File: src/hw/board_io_pkg.sv
/*
 * Constants for the host I/O decode and line-direction glue of a two-port
 * serial plus parallel adapter card.
 * Assumes a byte-wide host I/O bus on one 100 MHz clock.
 */
// Summary of operation
// - The card decodes a contiguous twenty-byte host I/O window.
// - Window holds two eight-byte serial banks and a four-byte parallel bank.
// - Write to port-one offset seven loads transmit enables and receive disables.
// - Read of that offset gives port-two interrupt in bit 7, port-one in bit 6.
// - Same read returns both transmit enables in bits 0 and 1.
// - Interrupt status bit is 1 while its serial port requests an interrupt.
// - Terminal-ready is bit 0 of each port's modem control at offset four.
// - Terminal-ready 0 disables the line transmitter, 1 enables; resets to 0.
// - Terminal-ready also drives the UART terminal-ready output pin.
// - Receive-disable 0 lets reception through, 1 blocks it; resets to 0.
// - Receive-disable is bit 1 for port one, bit 3 for port two.
// - In RS-485 the transmit enable follows its board bit, whether or not the port is sending.
// - Serial offset zero reads received data and takes transmit data.
// - Port-two offset seven is a scratch byte returning the last write.
// - Parallel offset zero is read/write data; offset two reads control, takes commands.
package board_io_pkg;
    localparam logic [2:0] OFS_HOLDING   = 3'h0;
    localparam logic [2:0] OFS_IRQ_EN    = 3'h1;
    localparam logic [2:0] OFS_IRQ_ID    = 3'h2;
    localparam logic [2:0] OFS_LINE_CTL  = 3'h3;
    localparam logic [2:0] OFS_MODEM_CTL = 3'h4;
    localparam logic [2:0] OFS_LINE_STAT = 3'h5;
    localparam logic [2:0] OFS_MODEM_ST  = 3'h6;
    localparam logic [2:0] OFS_BOARD     = 3'h7;
    localparam logic [1:0] OFS_PAR_DATA  = 2'h0;
    localparam logic [1:0] OFS_PAR_STAT  = 2'h1;
    localparam logic [1:0] OFS_PAR_CTL   = 2'h2;
    localparam int BOARD_TX1  = 0;
    localparam int BOARD_RXD1 = 1;
    localparam int BOARD_TX2  = 2;
    localparam int BOARD_RXD2 = 3;
    localparam int RD_TX1     = 0;
    localparam int RD_TX2     = 1;
    localparam int RD_IRQ1    = 6;
    localparam int RD_IRQ2    = 7;
    localparam int MCR_TERM_READY = 0;
    localparam int MCR_REQ_SEND   = 1;
    localparam int SERIAL_BANK_BYTES = 8;
    localparam int PAR_BANK_BYTES    = 4;
    localparam int WINDOW_BYTES      = 20;
    localparam int NUM_PORTS         = 2;
    localparam logic [7:0] BYTE_RESET = 8'h00;
    localparam logic [3:0] BOARD_RESET = 4'h0;
endpackage : board_io_pkg

File: src/hw/uart_regs_if.sv
/*
 * Interface carrying one serial port's register access and line state.
 * Assumes the glue top drives all request signals.
 */
interface uart_regs_if;
    logic       wrStrobe;
    logic       rdStrobe;
    logic [2:0] offset;
    logic [7:0] wrData;
    logic [7:0] rdData;
    logic [7:0] rxByte;
    logic       rxValid;
    logic [7:0] txByte;
    logic       txValid;
    logic       irqPending;
    logic       terminalReady;
    logic       requestSend;
    modport host (output wrStrobe, rdStrobe, offset, wrData, rxByte, rxValid,
                  input rdData, txByte, txValid, irqPending, terminalReady, requestSend);
    modport port (input wrStrobe, rdStrobe, offset, wrData, rxByte, rxValid,
                  output rdData, txByte, txValid, irqPending, terminalReady, requestSend);
endinterface : uart_regs_if

File: src/hw/uart_reg_bank.sv
/*
 * Register bank of one serial port: holding, enable, identify, line and modem
 * control and status, plus an optional scratch byte at offset seven.
 * Assumes accesses are decoded by the glue top; no baud engine is modelled.
 */
module uart_reg_bank
    import board_io_pkg::*;
#(
    parameter bit HAS_SCRATCH = 1'b0
) (
    input  wire logic clock,   // System clock
    input  wire logic rst_n,   // Synchronous reset, active low
    uart_regs_if.port bus      // Register access and line state
);
    typedef struct packed {
        logic [7:0] rxHold;
        logic       rxFull;
        logic [7:0] txHold;
        logic       txValid;
        logic [7:0] irqEnable;
        logic [7:0] lineCtl;
        logic [7:0] modemCtl;
        logic [7:0] scratch;
        logic [7:0] rdData;
    } bank_t;
    bank_t cur;
    bank_t next_cur;
    logic [7:0] lineStat;
    logic [7:0] irqId;

    assign lineStat = {7'h00, cur.rxFull};
    // Only a receive-data interrupt is modelled; bit 0 low means pending.
    assign irqId = (cur.irqEnable[0] && cur.rxFull) ? 8'h04 : 8'h01;

    always_comb begin
        next_cur = cur;
        next_cur.txValid = 1'b0;
        if (bus.rxValid) begin
            next_cur.rxHold = bus.rxByte;
            next_cur.rxFull = 1'b1;
        end
        if (bus.wrStrobe) begin
            case (bus.offset)
                OFS_HOLDING: begin
                    next_cur.txHold  = bus.wrData;
                    next_cur.txValid = 1'b1;
                end
                OFS_IRQ_EN:    next_cur.irqEnable = bus.wrData;
                OFS_LINE_CTL:  next_cur.lineCtl   = bus.wrData;
                OFS_MODEM_CTL: next_cur.modemCtl  = bus.wrData;
                OFS_BOARD:     next_cur.scratch   = HAS_SCRATCH ? bus.wrData : cur.scratch;
                default:       next_cur.scratch   = cur.scratch;
            endcase
        end
        if (bus.rdStrobe) begin
            case (bus.offset)
                OFS_HOLDING: begin
                    next_cur.rdData = cur.rxHold;
                    // A new byte arriving with the read keeps the full flag set.
                    if (!bus.rxValid) begin
                        next_cur.rxFull = 1'b0;
                    end
                end
                OFS_IRQ_EN:    next_cur.rdData = cur.irqEnable;
                OFS_IRQ_ID:    next_cur.rdData = irqId;
                OFS_LINE_CTL:  next_cur.rdData = cur.lineCtl;
                OFS_MODEM_CTL: next_cur.rdData = cur.modemCtl;
                OFS_LINE_STAT: next_cur.rdData = lineStat;
                OFS_MODEM_ST:  next_cur.rdData = BYTE_RESET;
                OFS_BOARD:     next_cur.rdData = HAS_SCRATCH ? cur.scratch : BYTE_RESET;
                default:       next_cur.rdData = BYTE_RESET;
            endcase
        end
        if (!rst_n) begin
            next_cur = '0;
        end
    end

    always_ff @(posedge clock) begin
        cur <= next_cur;
    end

    assign bus.rdData        = cur.rdData;
    assign bus.txByte        = cur.txHold;
    assign bus.txValid       = cur.txValid;
    assign bus.irqPending    = cur.irqEnable[0] && cur.rxFull;
    assign bus.terminalReady = cur.modemCtl[MCR_TERM_READY];
    assign bus.requestSend   = cur.modemCtl[MCR_REQ_SEND];
endmodule : uart_reg_bank

File: src/hw/board_io_glue.sv
/*
 * Host I/O decode and line-direction glue for a two-port serial plus
 * parallel adapter card. Three bank selects from the host's own decoder
 * cover the twenty-byte window; a byte offset picks the register.
 * Assumes host strobes are one-cycle pulses synchronous to clock.
 */
module board_io_glue
    import board_io_pkg::*;
(
    input  wire logic       clock,               // 100 MHz host clock
    input  wire logic       rst_n,               // Synchronous reset, active low
    input  wire logic       serial1Sel,          // Access hits serial1_bank_base
    input  wire logic       serial2Sel,          // Access hits serial2_bank_base
    input  wire logic       parallelSel,         // Access hits parallel bank
    input  wire logic [2:0] ioOffset,            // Byte offset within bank
    input  wire logic       ioWrite,             // Write strobe, one cycle
    input  wire logic       ioRead,              // Read strobe, one cycle
    input  wire logic [7:0] ioWrData,            // Write data
    output logic      [7:0] ioRdData,            // Read data, valid two cycles after read
    output logic            ioRdValid,           // Read data valid pulse
    input  wire logic [7:0] rxByte1,             // Received byte, port one
    input  wire logic       rxValid1,            // Received byte strobe, port one
    input  wire logic [7:0] rxByte2,             // Received byte, port two
    input  wire logic       rxValid2,            // Received byte strobe, port two
    output logic      [7:0] txByte1,             // Byte to send, port one
    output logic            txValid1,            // Send strobe, port one
    output logic      [7:0] txByte2,             // Byte to send, port two
    output logic            txValid2,            // Send strobe, port two
    output logic            terminal_ready_port1, // UART terminal-ready pin, port one
    output logic            terminal_ready_port2, // UART terminal-ready pin, port two
    output logic            request_send_port1,  // UART request-to-send pin, port one
    output logic            request_send_port2,  // UART request-to-send pin, port two
    output logic            rs422TxEn1,          // RS-422 line driver enable, port one
    output logic            rs422TxEn2,          // RS-422 line driver enable, port two
    output logic            rs485TxEn1,          // RS-485 driver enable, port one
    output logic            rs485TxEn2,          // RS-485 driver enable, port two
    output logic            rxDisable1,          // Receiver disable, port one
    output logic            rxDisable2,          // Receiver disable, port two
    output logic            irq_pending_port1,   // Interrupt request, port one
    output logic            irq_pending_port2,   // Interrupt request, port two
    input  wire logic [7:0] parallelIn,          // External parallel data pins
    output logic      [7:0] parallelOut,         // Parallel data output
    output logic      [7:0] parallelCtl          // Parallel control lines
);
    // ==========================================================
    // State
    // ==========================================================
    typedef struct packed {
        logic [3:0] board;
        logic [7:0] parData;
        logic [7:0] parCtl;
        logic [7:0] rdData;
        logic       rdValid;
        logic       rdBank;
        logic [1:0] rdPort;
        logic [7:0] parIn1;
        logic [7:0] parIn2;
        logic [7:0] parIn3;
    } glue_t;
    glue_t cur;
    glue_t next_cur;

    uart_regs_if port1 ();
    uart_regs_if port2 ();

    // ==========================================================
    // Serial banks
    // ==========================================================
    logic hit1;
    logic hit2;
    logic hitP;
    logic board1Hit;
    assign hit1 = serial1Sel;
    assign hit2 = serial2Sel && !serial1Sel;
    assign hitP = parallelSel && !serial1Sel && !serial2Sel && (ioOffset < 3'(PAR_BANK_BYTES));
    // Port-one offset seven belongs to the glue, not to the UART.
    assign board1Hit = hit1 && (ioOffset == OFS_BOARD);

    assign port1.wrStrobe = ioWrite && hit1 && !board1Hit;
    assign port1.rdStrobe = ioRead && hit1 && !board1Hit;
    assign port1.offset   = ioOffset;
    assign port1.wrData   = ioWrData;
    assign port1.rxByte   = rxByte1;
    assign port1.rxValid  = rxValid1;
    assign port2.wrStrobe = ioWrite && hit2;
    assign port2.rdStrobe = ioRead && hit2;
    assign port2.offset   = ioOffset;
    assign port2.wrData   = ioWrData;
    assign port2.rxByte   = rxByte2;
    assign port2.rxValid  = rxValid2;

    uart_reg_bank #(.HAS_SCRATCH(1'b0)) bank1 (
        .clock (clock),
        .rst_n (rst_n),
        .bus   (port1.port)
    );
    uart_reg_bank #(.HAS_SCRATCH(1'b1)) bank2 (
        .clock (clock),
        .rst_n (rst_n),
        .bus   (port2.port)
    );

    // ==========================================================
    // Next state
    // ==========================================================
    always_comb begin
        next_cur = cur;
        next_cur.rdValid  = 1'b0;
        // Three-stage capture of the external parallel pins.
        next_cur.parIn1 = parallelIn;
        next_cur.parIn2 = cur.parIn1;
        next_cur.parIn3 = cur.parIn2;
        if (ioWrite && board1Hit) begin
            next_cur.board = ioWrData[3:0];
        end
        if (ioWrite && hitP) begin
            case (ioOffset[1:0])
                OFS_PAR_DATA: next_cur.parData = ioWrData;
                OFS_PAR_CTL:  next_cur.parCtl  = ioWrData;
                default:      next_cur.parData = cur.parData;
            endcase
        end
        if (ioRead) begin
            next_cur.rdValid = 1'b1;
            next_cur.rdBank  = 1'b0;
            next_cur.rdPort  = 2'h0;
            next_cur.rdData  = BYTE_RESET;
            if (board1Hit) begin
                next_cur.rdData[RD_IRQ2] = port2.irqPending;
                next_cur.rdData[RD_IRQ1] = port1.irqPending;
                next_cur.rdData[RD_TX1]  = cur.board[BOARD_TX1];
                next_cur.rdData[RD_TX2]  = cur.board[BOARD_TX2];
            end else if (hit1) begin
                next_cur.rdBank = 1'b1;
                next_cur.rdPort = 2'h1;
            end else if (hit2) begin
                next_cur.rdBank = 1'b1;
                next_cur.rdPort = 2'h2;
            end else if (hitP) begin
                case (ioOffset[1:0])
                    // Pins agreeing on the last two stages count as settled.
                    OFS_PAR_DATA: next_cur.rdData = (cur.parIn2 == cur.parIn3)
                                                    ? cur.parIn3 : cur.parData;
                    OFS_PAR_STAT: next_cur.rdData = BYTE_RESET;
                    OFS_PAR_CTL:  next_cur.rdData = cur.parCtl;
                    default:      next_cur.rdData = BYTE_RESET;
                endcase
            end
        end
        if (!rst_n) begin
            next_cur = '0;
            next_cur.board = BOARD_RESET;
        end
    end

    always_ff @(posedge clock) begin
        cur <= next_cur;
    end

    // ==========================================================
    // Outputs
    // ==========================================================
    // UART banks register their read data, so the mux below is one flop deep
    // from the bank and the output flop aligns it with the glue's own reads.
    logic [7:0] rdMux;
    assign rdMux = !cur.rdBank ? cur.rdData
                 : (cur.rdPort == 2'h1) ? port1.rdData : port2.rdData;

    always_ff @(posedge clock) begin
        if (!rst_n) begin
            ioRdData             <= BYTE_RESET;
            ioRdValid            <= 1'b0;
            txByte1              <= BYTE_RESET;
            txValid1             <= 1'b0;
            txByte2              <= BYTE_RESET;
            txValid2             <= 1'b0;
            terminal_ready_port1 <= 1'b0;
            terminal_ready_port2 <= 1'b0;
            request_send_port1   <= 1'b0;
            request_send_port2   <= 1'b0;
            rs422TxEn1           <= 1'b0;
            rs422TxEn2           <= 1'b0;
            rs485TxEn1           <= 1'b0;
            rs485TxEn2           <= 1'b0;
            rxDisable1           <= 1'b0;
            rxDisable2           <= 1'b0;
            irq_pending_port1    <= 1'b0;
            irq_pending_port2    <= 1'b0;
            parallelOut          <= BYTE_RESET;
            parallelCtl          <= BYTE_RESET;
        end else begin
            ioRdData             <= rdMux;
            ioRdValid            <= cur.rdValid;
            txByte1              <= port1.txByte;
            txValid1             <= port1.txValid;
            txByte2              <= port2.txByte;
            txValid2             <= port2.txValid;
            terminal_ready_port1 <= port1.terminalReady;
            terminal_ready_port2 <= port2.terminalReady;
            request_send_port1   <= port1.requestSend;
            request_send_port2   <= port2.requestSend;
            rs422TxEn1           <= port1.terminalReady;
            rs422TxEn2           <= port2.terminalReady;
            rs485TxEn1           <= cur.board[BOARD_TX1];
            rs485TxEn2           <= cur.board[BOARD_TX2];
            rxDisable1           <= cur.board[BOARD_RXD1];
            rxDisable2           <= cur.board[BOARD_RXD2];
            irq_pending_port1    <= port1.irqPending;
            irq_pending_port2    <= port2.irqPending;
            parallelOut          <= cur.parData;
            parallelCtl          <= cur.parCtl;
        end
    end
endmodule : board_io_glue

File: config.mk
export PLATFORM = sky130hd
export DESIGN_NAME = board_io_glue
export DESIGN_NICKNAME = d
export VERILOG_FILES = /design/src/hw/board_io_pkg.sv /design/src/hw/uart_regs_if.sv /design/src/hw/uart_reg_bank.sv /design/src/hw/board_io_glue.sv
export SDC_FILE = /design/constraint.sdc
export NUM_CORES = 1
export LEC_CHECK = 0
export ABC_AREA = 1
export BUFFER_PORTS_ARGS = -buffer_cell sky130_fd_sc_hd__clkbuf_2
export CAP_MARGIN = 20
export CORE_AREA = 2 2 155 157
export DETAILED_ROUTE_END_ITERATION = 8
export DIE_AREA = 0 0 157 159
export PLACE_DENSITY = 0.51
export SYNTH_ARGS = -nofsm -noshare
export SYNTH_HDL_FRONTEND = slang
export SYNTH_SLANG_ARGS = --single-unit
File: constraint.sdc
create_clock -name clock -period 3.4 [get_ports clock]
set_input_delay 0.34 -clock clock [delete_from_list [all_inputs] [get_ports clock]]
set_output_delay 0.34 -clock clock [all_outputs]
set_load 0.02 [all_outputs]
==> metrics <==
Slew Limit Fails=0; R2R depth=7; Rows=56; antenna violations before repair=0; number of antenna-violating nets in the routed design=0; Power Density=605.9 mW/mm²; worst r2r dst=ioRdData[6]; Overall Global Routing Usage=0.1680; DR iter-0 viols=around 350; total of max-cap violations=0; CP endpoint kind=flip-flop; Synth Warn #=0; Synth cell types=34; die area=between 0.02 and 0.025 mm²; Sink Count=~220; vias post-DR=~6600; global-route wire length before repair=33.42 mm; status=complete, no violations; cell count after synthesis=slightly above 1000; WL final=between 20 and 25 mm; number of port buffers=between 90 and 100; RePlAce Congestion=a little over 0.8; number of global-route vias before repair=6204; Final period util=0.4685; fillers=2411; hold path endpoint=cur[22]; type of the worst min-delay path=input port to flip-flop; leakage power=0.004571 µW; CTS tree=yes; reg2reg setup slack=between 1.5 and 2 ns; ANT cells=0; measured slew at the worst slew-check pin=about 0.8 ns; Final Skew=~0.0071 ns; post-CTS sizing=0; worst r2r src=cur[24]; fin area=0.009664 mm²; crit path time final=roughly 1.6 ns; Core Region=between 0.02 and 0.025 mm²; Critical Path Fanout Max=9; Seq/Total Area, Yosys=0.5395; I/O pin count=99; required time worst endpoint=3.80 ns; die height=159 µm; hold path start=parallelIn[6]; RSZ-0062 raised after global routing=no; Tot Pwr=5855 µW; Setup TNS=0 ns; DRT Pass-1 Iters=6; synthesized area per cell=a little under 8 µm²; Clock Tree Root=clkbuf_16; Area after DPL=0.008748 mm²; relative slew slack=0.4659; die width=157 µm; Worst Hold Margin=roughly 0.015 ns; Post-route DRC=0; nets=1144; Vias/cell=between 4 and 5; CTS H-tree lvls=1; gr ovfl total=0; largest net degree at the start of global routing=180; worst skew pair latency=about 0.52 ns; Register Area=between 0.004 and 0.005 mm²; Reg clk slew, reported paths=around 0.06 ns; Initial Utilization=0.3472; area of the multi-input gates=0.002899 mm²; cts bufs inserted=24; area grow syn2layout=20.01%; worst path arrival time=a little under 2 ns; crit start category=flip-flop; Max Fclk=~630 MHz; Crit Path Class=flip-flop to flip-flop; Final Hold Vio Count=0; post-synthesis cell area=about 0.0081 mm²; peak supply drop=~0.3 mV; #FFs+latches synth=217; HPWL Detailed=about 14 mm; DR WL/cell=between 10 and 15 µm; Hold Path Stages=3; Post-Syn Nets=1063; Clock Path Buffers=3; Final Setup Violations=0; layout cells sized above 1=0.1583
[cell usage after synthesis]
library cell / count / share of area
o21ai_0: 108 / 0.067
o211ai_1: 9 / 0.0084
buf_4: 10 / 0.0093
nor2_4: 9 / 0.013
nor2_2: 2 / 0.0016
nor3_1: 1 / 0.00062
o22a_1: 4 / 0.0044
buf_2: 8 / 0.0050
buf_6: 2 / 0.0028
dfxtp_1: 217 / 0.54
nand2_4: 1 / 0.0014
nand3_2: 1 / 0.0012
buf_1: 1 / 0.00047
o21ai_1: 2 / 0.0012
nand2_2: 3 / 0.0023
nor3_4: 2 / 0.0040
xnor2_1: 3 / 0.0033
nor2_1: 90 / 0.042
nand4_1: 6 / 0.0047
nand3_4: 1 / 0.0022
o31ai_1: 1 / 0.00093
a221oi_1: 7 / 0.0076
clkbuf_1: 30 / 0.014
nor2_8: 2 / 0.0050
nand2_1: 195 / 0.091
clkinv_1: 4 / 0.0019
a31oi_1: 3 / 0.0023
o22ai_1: 1 / 0.00078
inv_2: 11 / 0.0051
nand3_1: 32 / 0.020
inv_1: 133 / 0.062
and3_1: 1 / 0.00078
o221ai_1: 2 / 0.0022
a21oi_1: 117 / 0.073
[layout by cell type (no fill, tap or decap), drive strengths merged]
cell	netlist	routed
o221ai	2	2
buf	21	7
a221oi	7	7
clkbuf	30	128
o31ai	1	1
o22a	4	4
nand3	34	34
nor2	103	103
dlygate4sd3	0	2
xnor2	3	3
nand4	6	6
clkinvlp	0	1
o211ai	9	9
nor3	3	3
inv	144	144
clkinv	4	10
nand2	199	199
bufinv	0	6
a21oi	117	117
o21ai	110	110
o22ai	1	1
a31oi	3	3
and3	1	1
dfxtp	217	217
[critical path, stage by stage (launching register included)]
cell      delay (ns)
dfxtp_1         0.32
inv_1           0.04
nor2_1          0.42
inv_1           0.28
nand2_1         0.11
nand3_1         0.09
o211ai_1        0.15
inv_1           0.06
[sequential cells by signal (all words and copies together) (netlist names), 8 cells and up]
register and cells:
bank1.bus.txByte 8, bank2.bus.rdData 8, bank1.bus.rdData 8, bank1.cur 31, bank2.bus.txByte 8, ioRdData 8, bank2.cur 39, txByte1 8
txByte2 8, cur 56, parallelCtl 8, parallelOut 8
[cells by family after synthesis]
family,count (synthesis),share of synthesized area
AO/OA/AOI/OAI,254,0.1677
flip-flops,217,0.5395
XOR/XNOR,3,0.003263
buffers and inverters,199,0.1005
AND/OR/NAND/NOR,346,0.1891
[layer usage]
metal  GRT usage  up-vias  routed length [µm]
met1      0.2397     2994               10080
li1            -     3400                   -
met4     0.04462        0                 484
met2      0.2632      139                9445
met3     0.02749       35                1000
met5           0        -                   0
[how the worst max path moves through the flow]
stage | startpoint | end | slack, ns | cells past startpoint
floorplan | ioOffset[0] | bank1.bus.rdData[2] | 1.94 | 8
global placement | ioWrite | bank2.cur[11] | 1.53 | 8
detailed placement | ioWrite | bank2.cur[12] | 1.47 | 8
CTS | cur[0] | cur[31] | 1.79 | 10
global route | cur[24] | ioRdData[6] | 1.56 | 7
finish | cur[24] | ioRdData[6] | 1.81 | 7
[cell type report]
type	count	area share
flip-flops and latches	217	0.4495
clock buffers	31	0.07017
well taps	319	0.04130
inverters	148	0.05748
multi-input cells	603	0.3000
clock inverters	13	0.02253
repair buffers	106	0.05904
[through the flow]
| stage | std cells | util | worst slack, ns |
|---|---|---|---|
| 6_report | 1437 | 0.4167 | 1.807 |
| 3_5_place_dp | 1391 | 0.3772 | 1.471 |
| 2_1_floorplan | 1019 | - | 1.943 |
| 3_3_place_gp | 1391 | 0.3772 | 1.529 |
| 5_1_grt | 1437 | 0.4167 | 1.562 |
| 4_1_cts | 1437 | 0.4167 | 1.790 |
[power breakdown]
group,total [µW],switching (µW),internal (µW)
registers,2640,36.1,2610
logic,321,225,95.2
clock network,2890,1030,1860
[timing repair]
item | CTS | global route
setup endpoints to repair | 0 | 0
hold endpoints to repair | 2 | 0
hold buffers | 2 | 0
setup buffers | 0 | 0
Note: power is estimated with default switching activity, not from simulation.
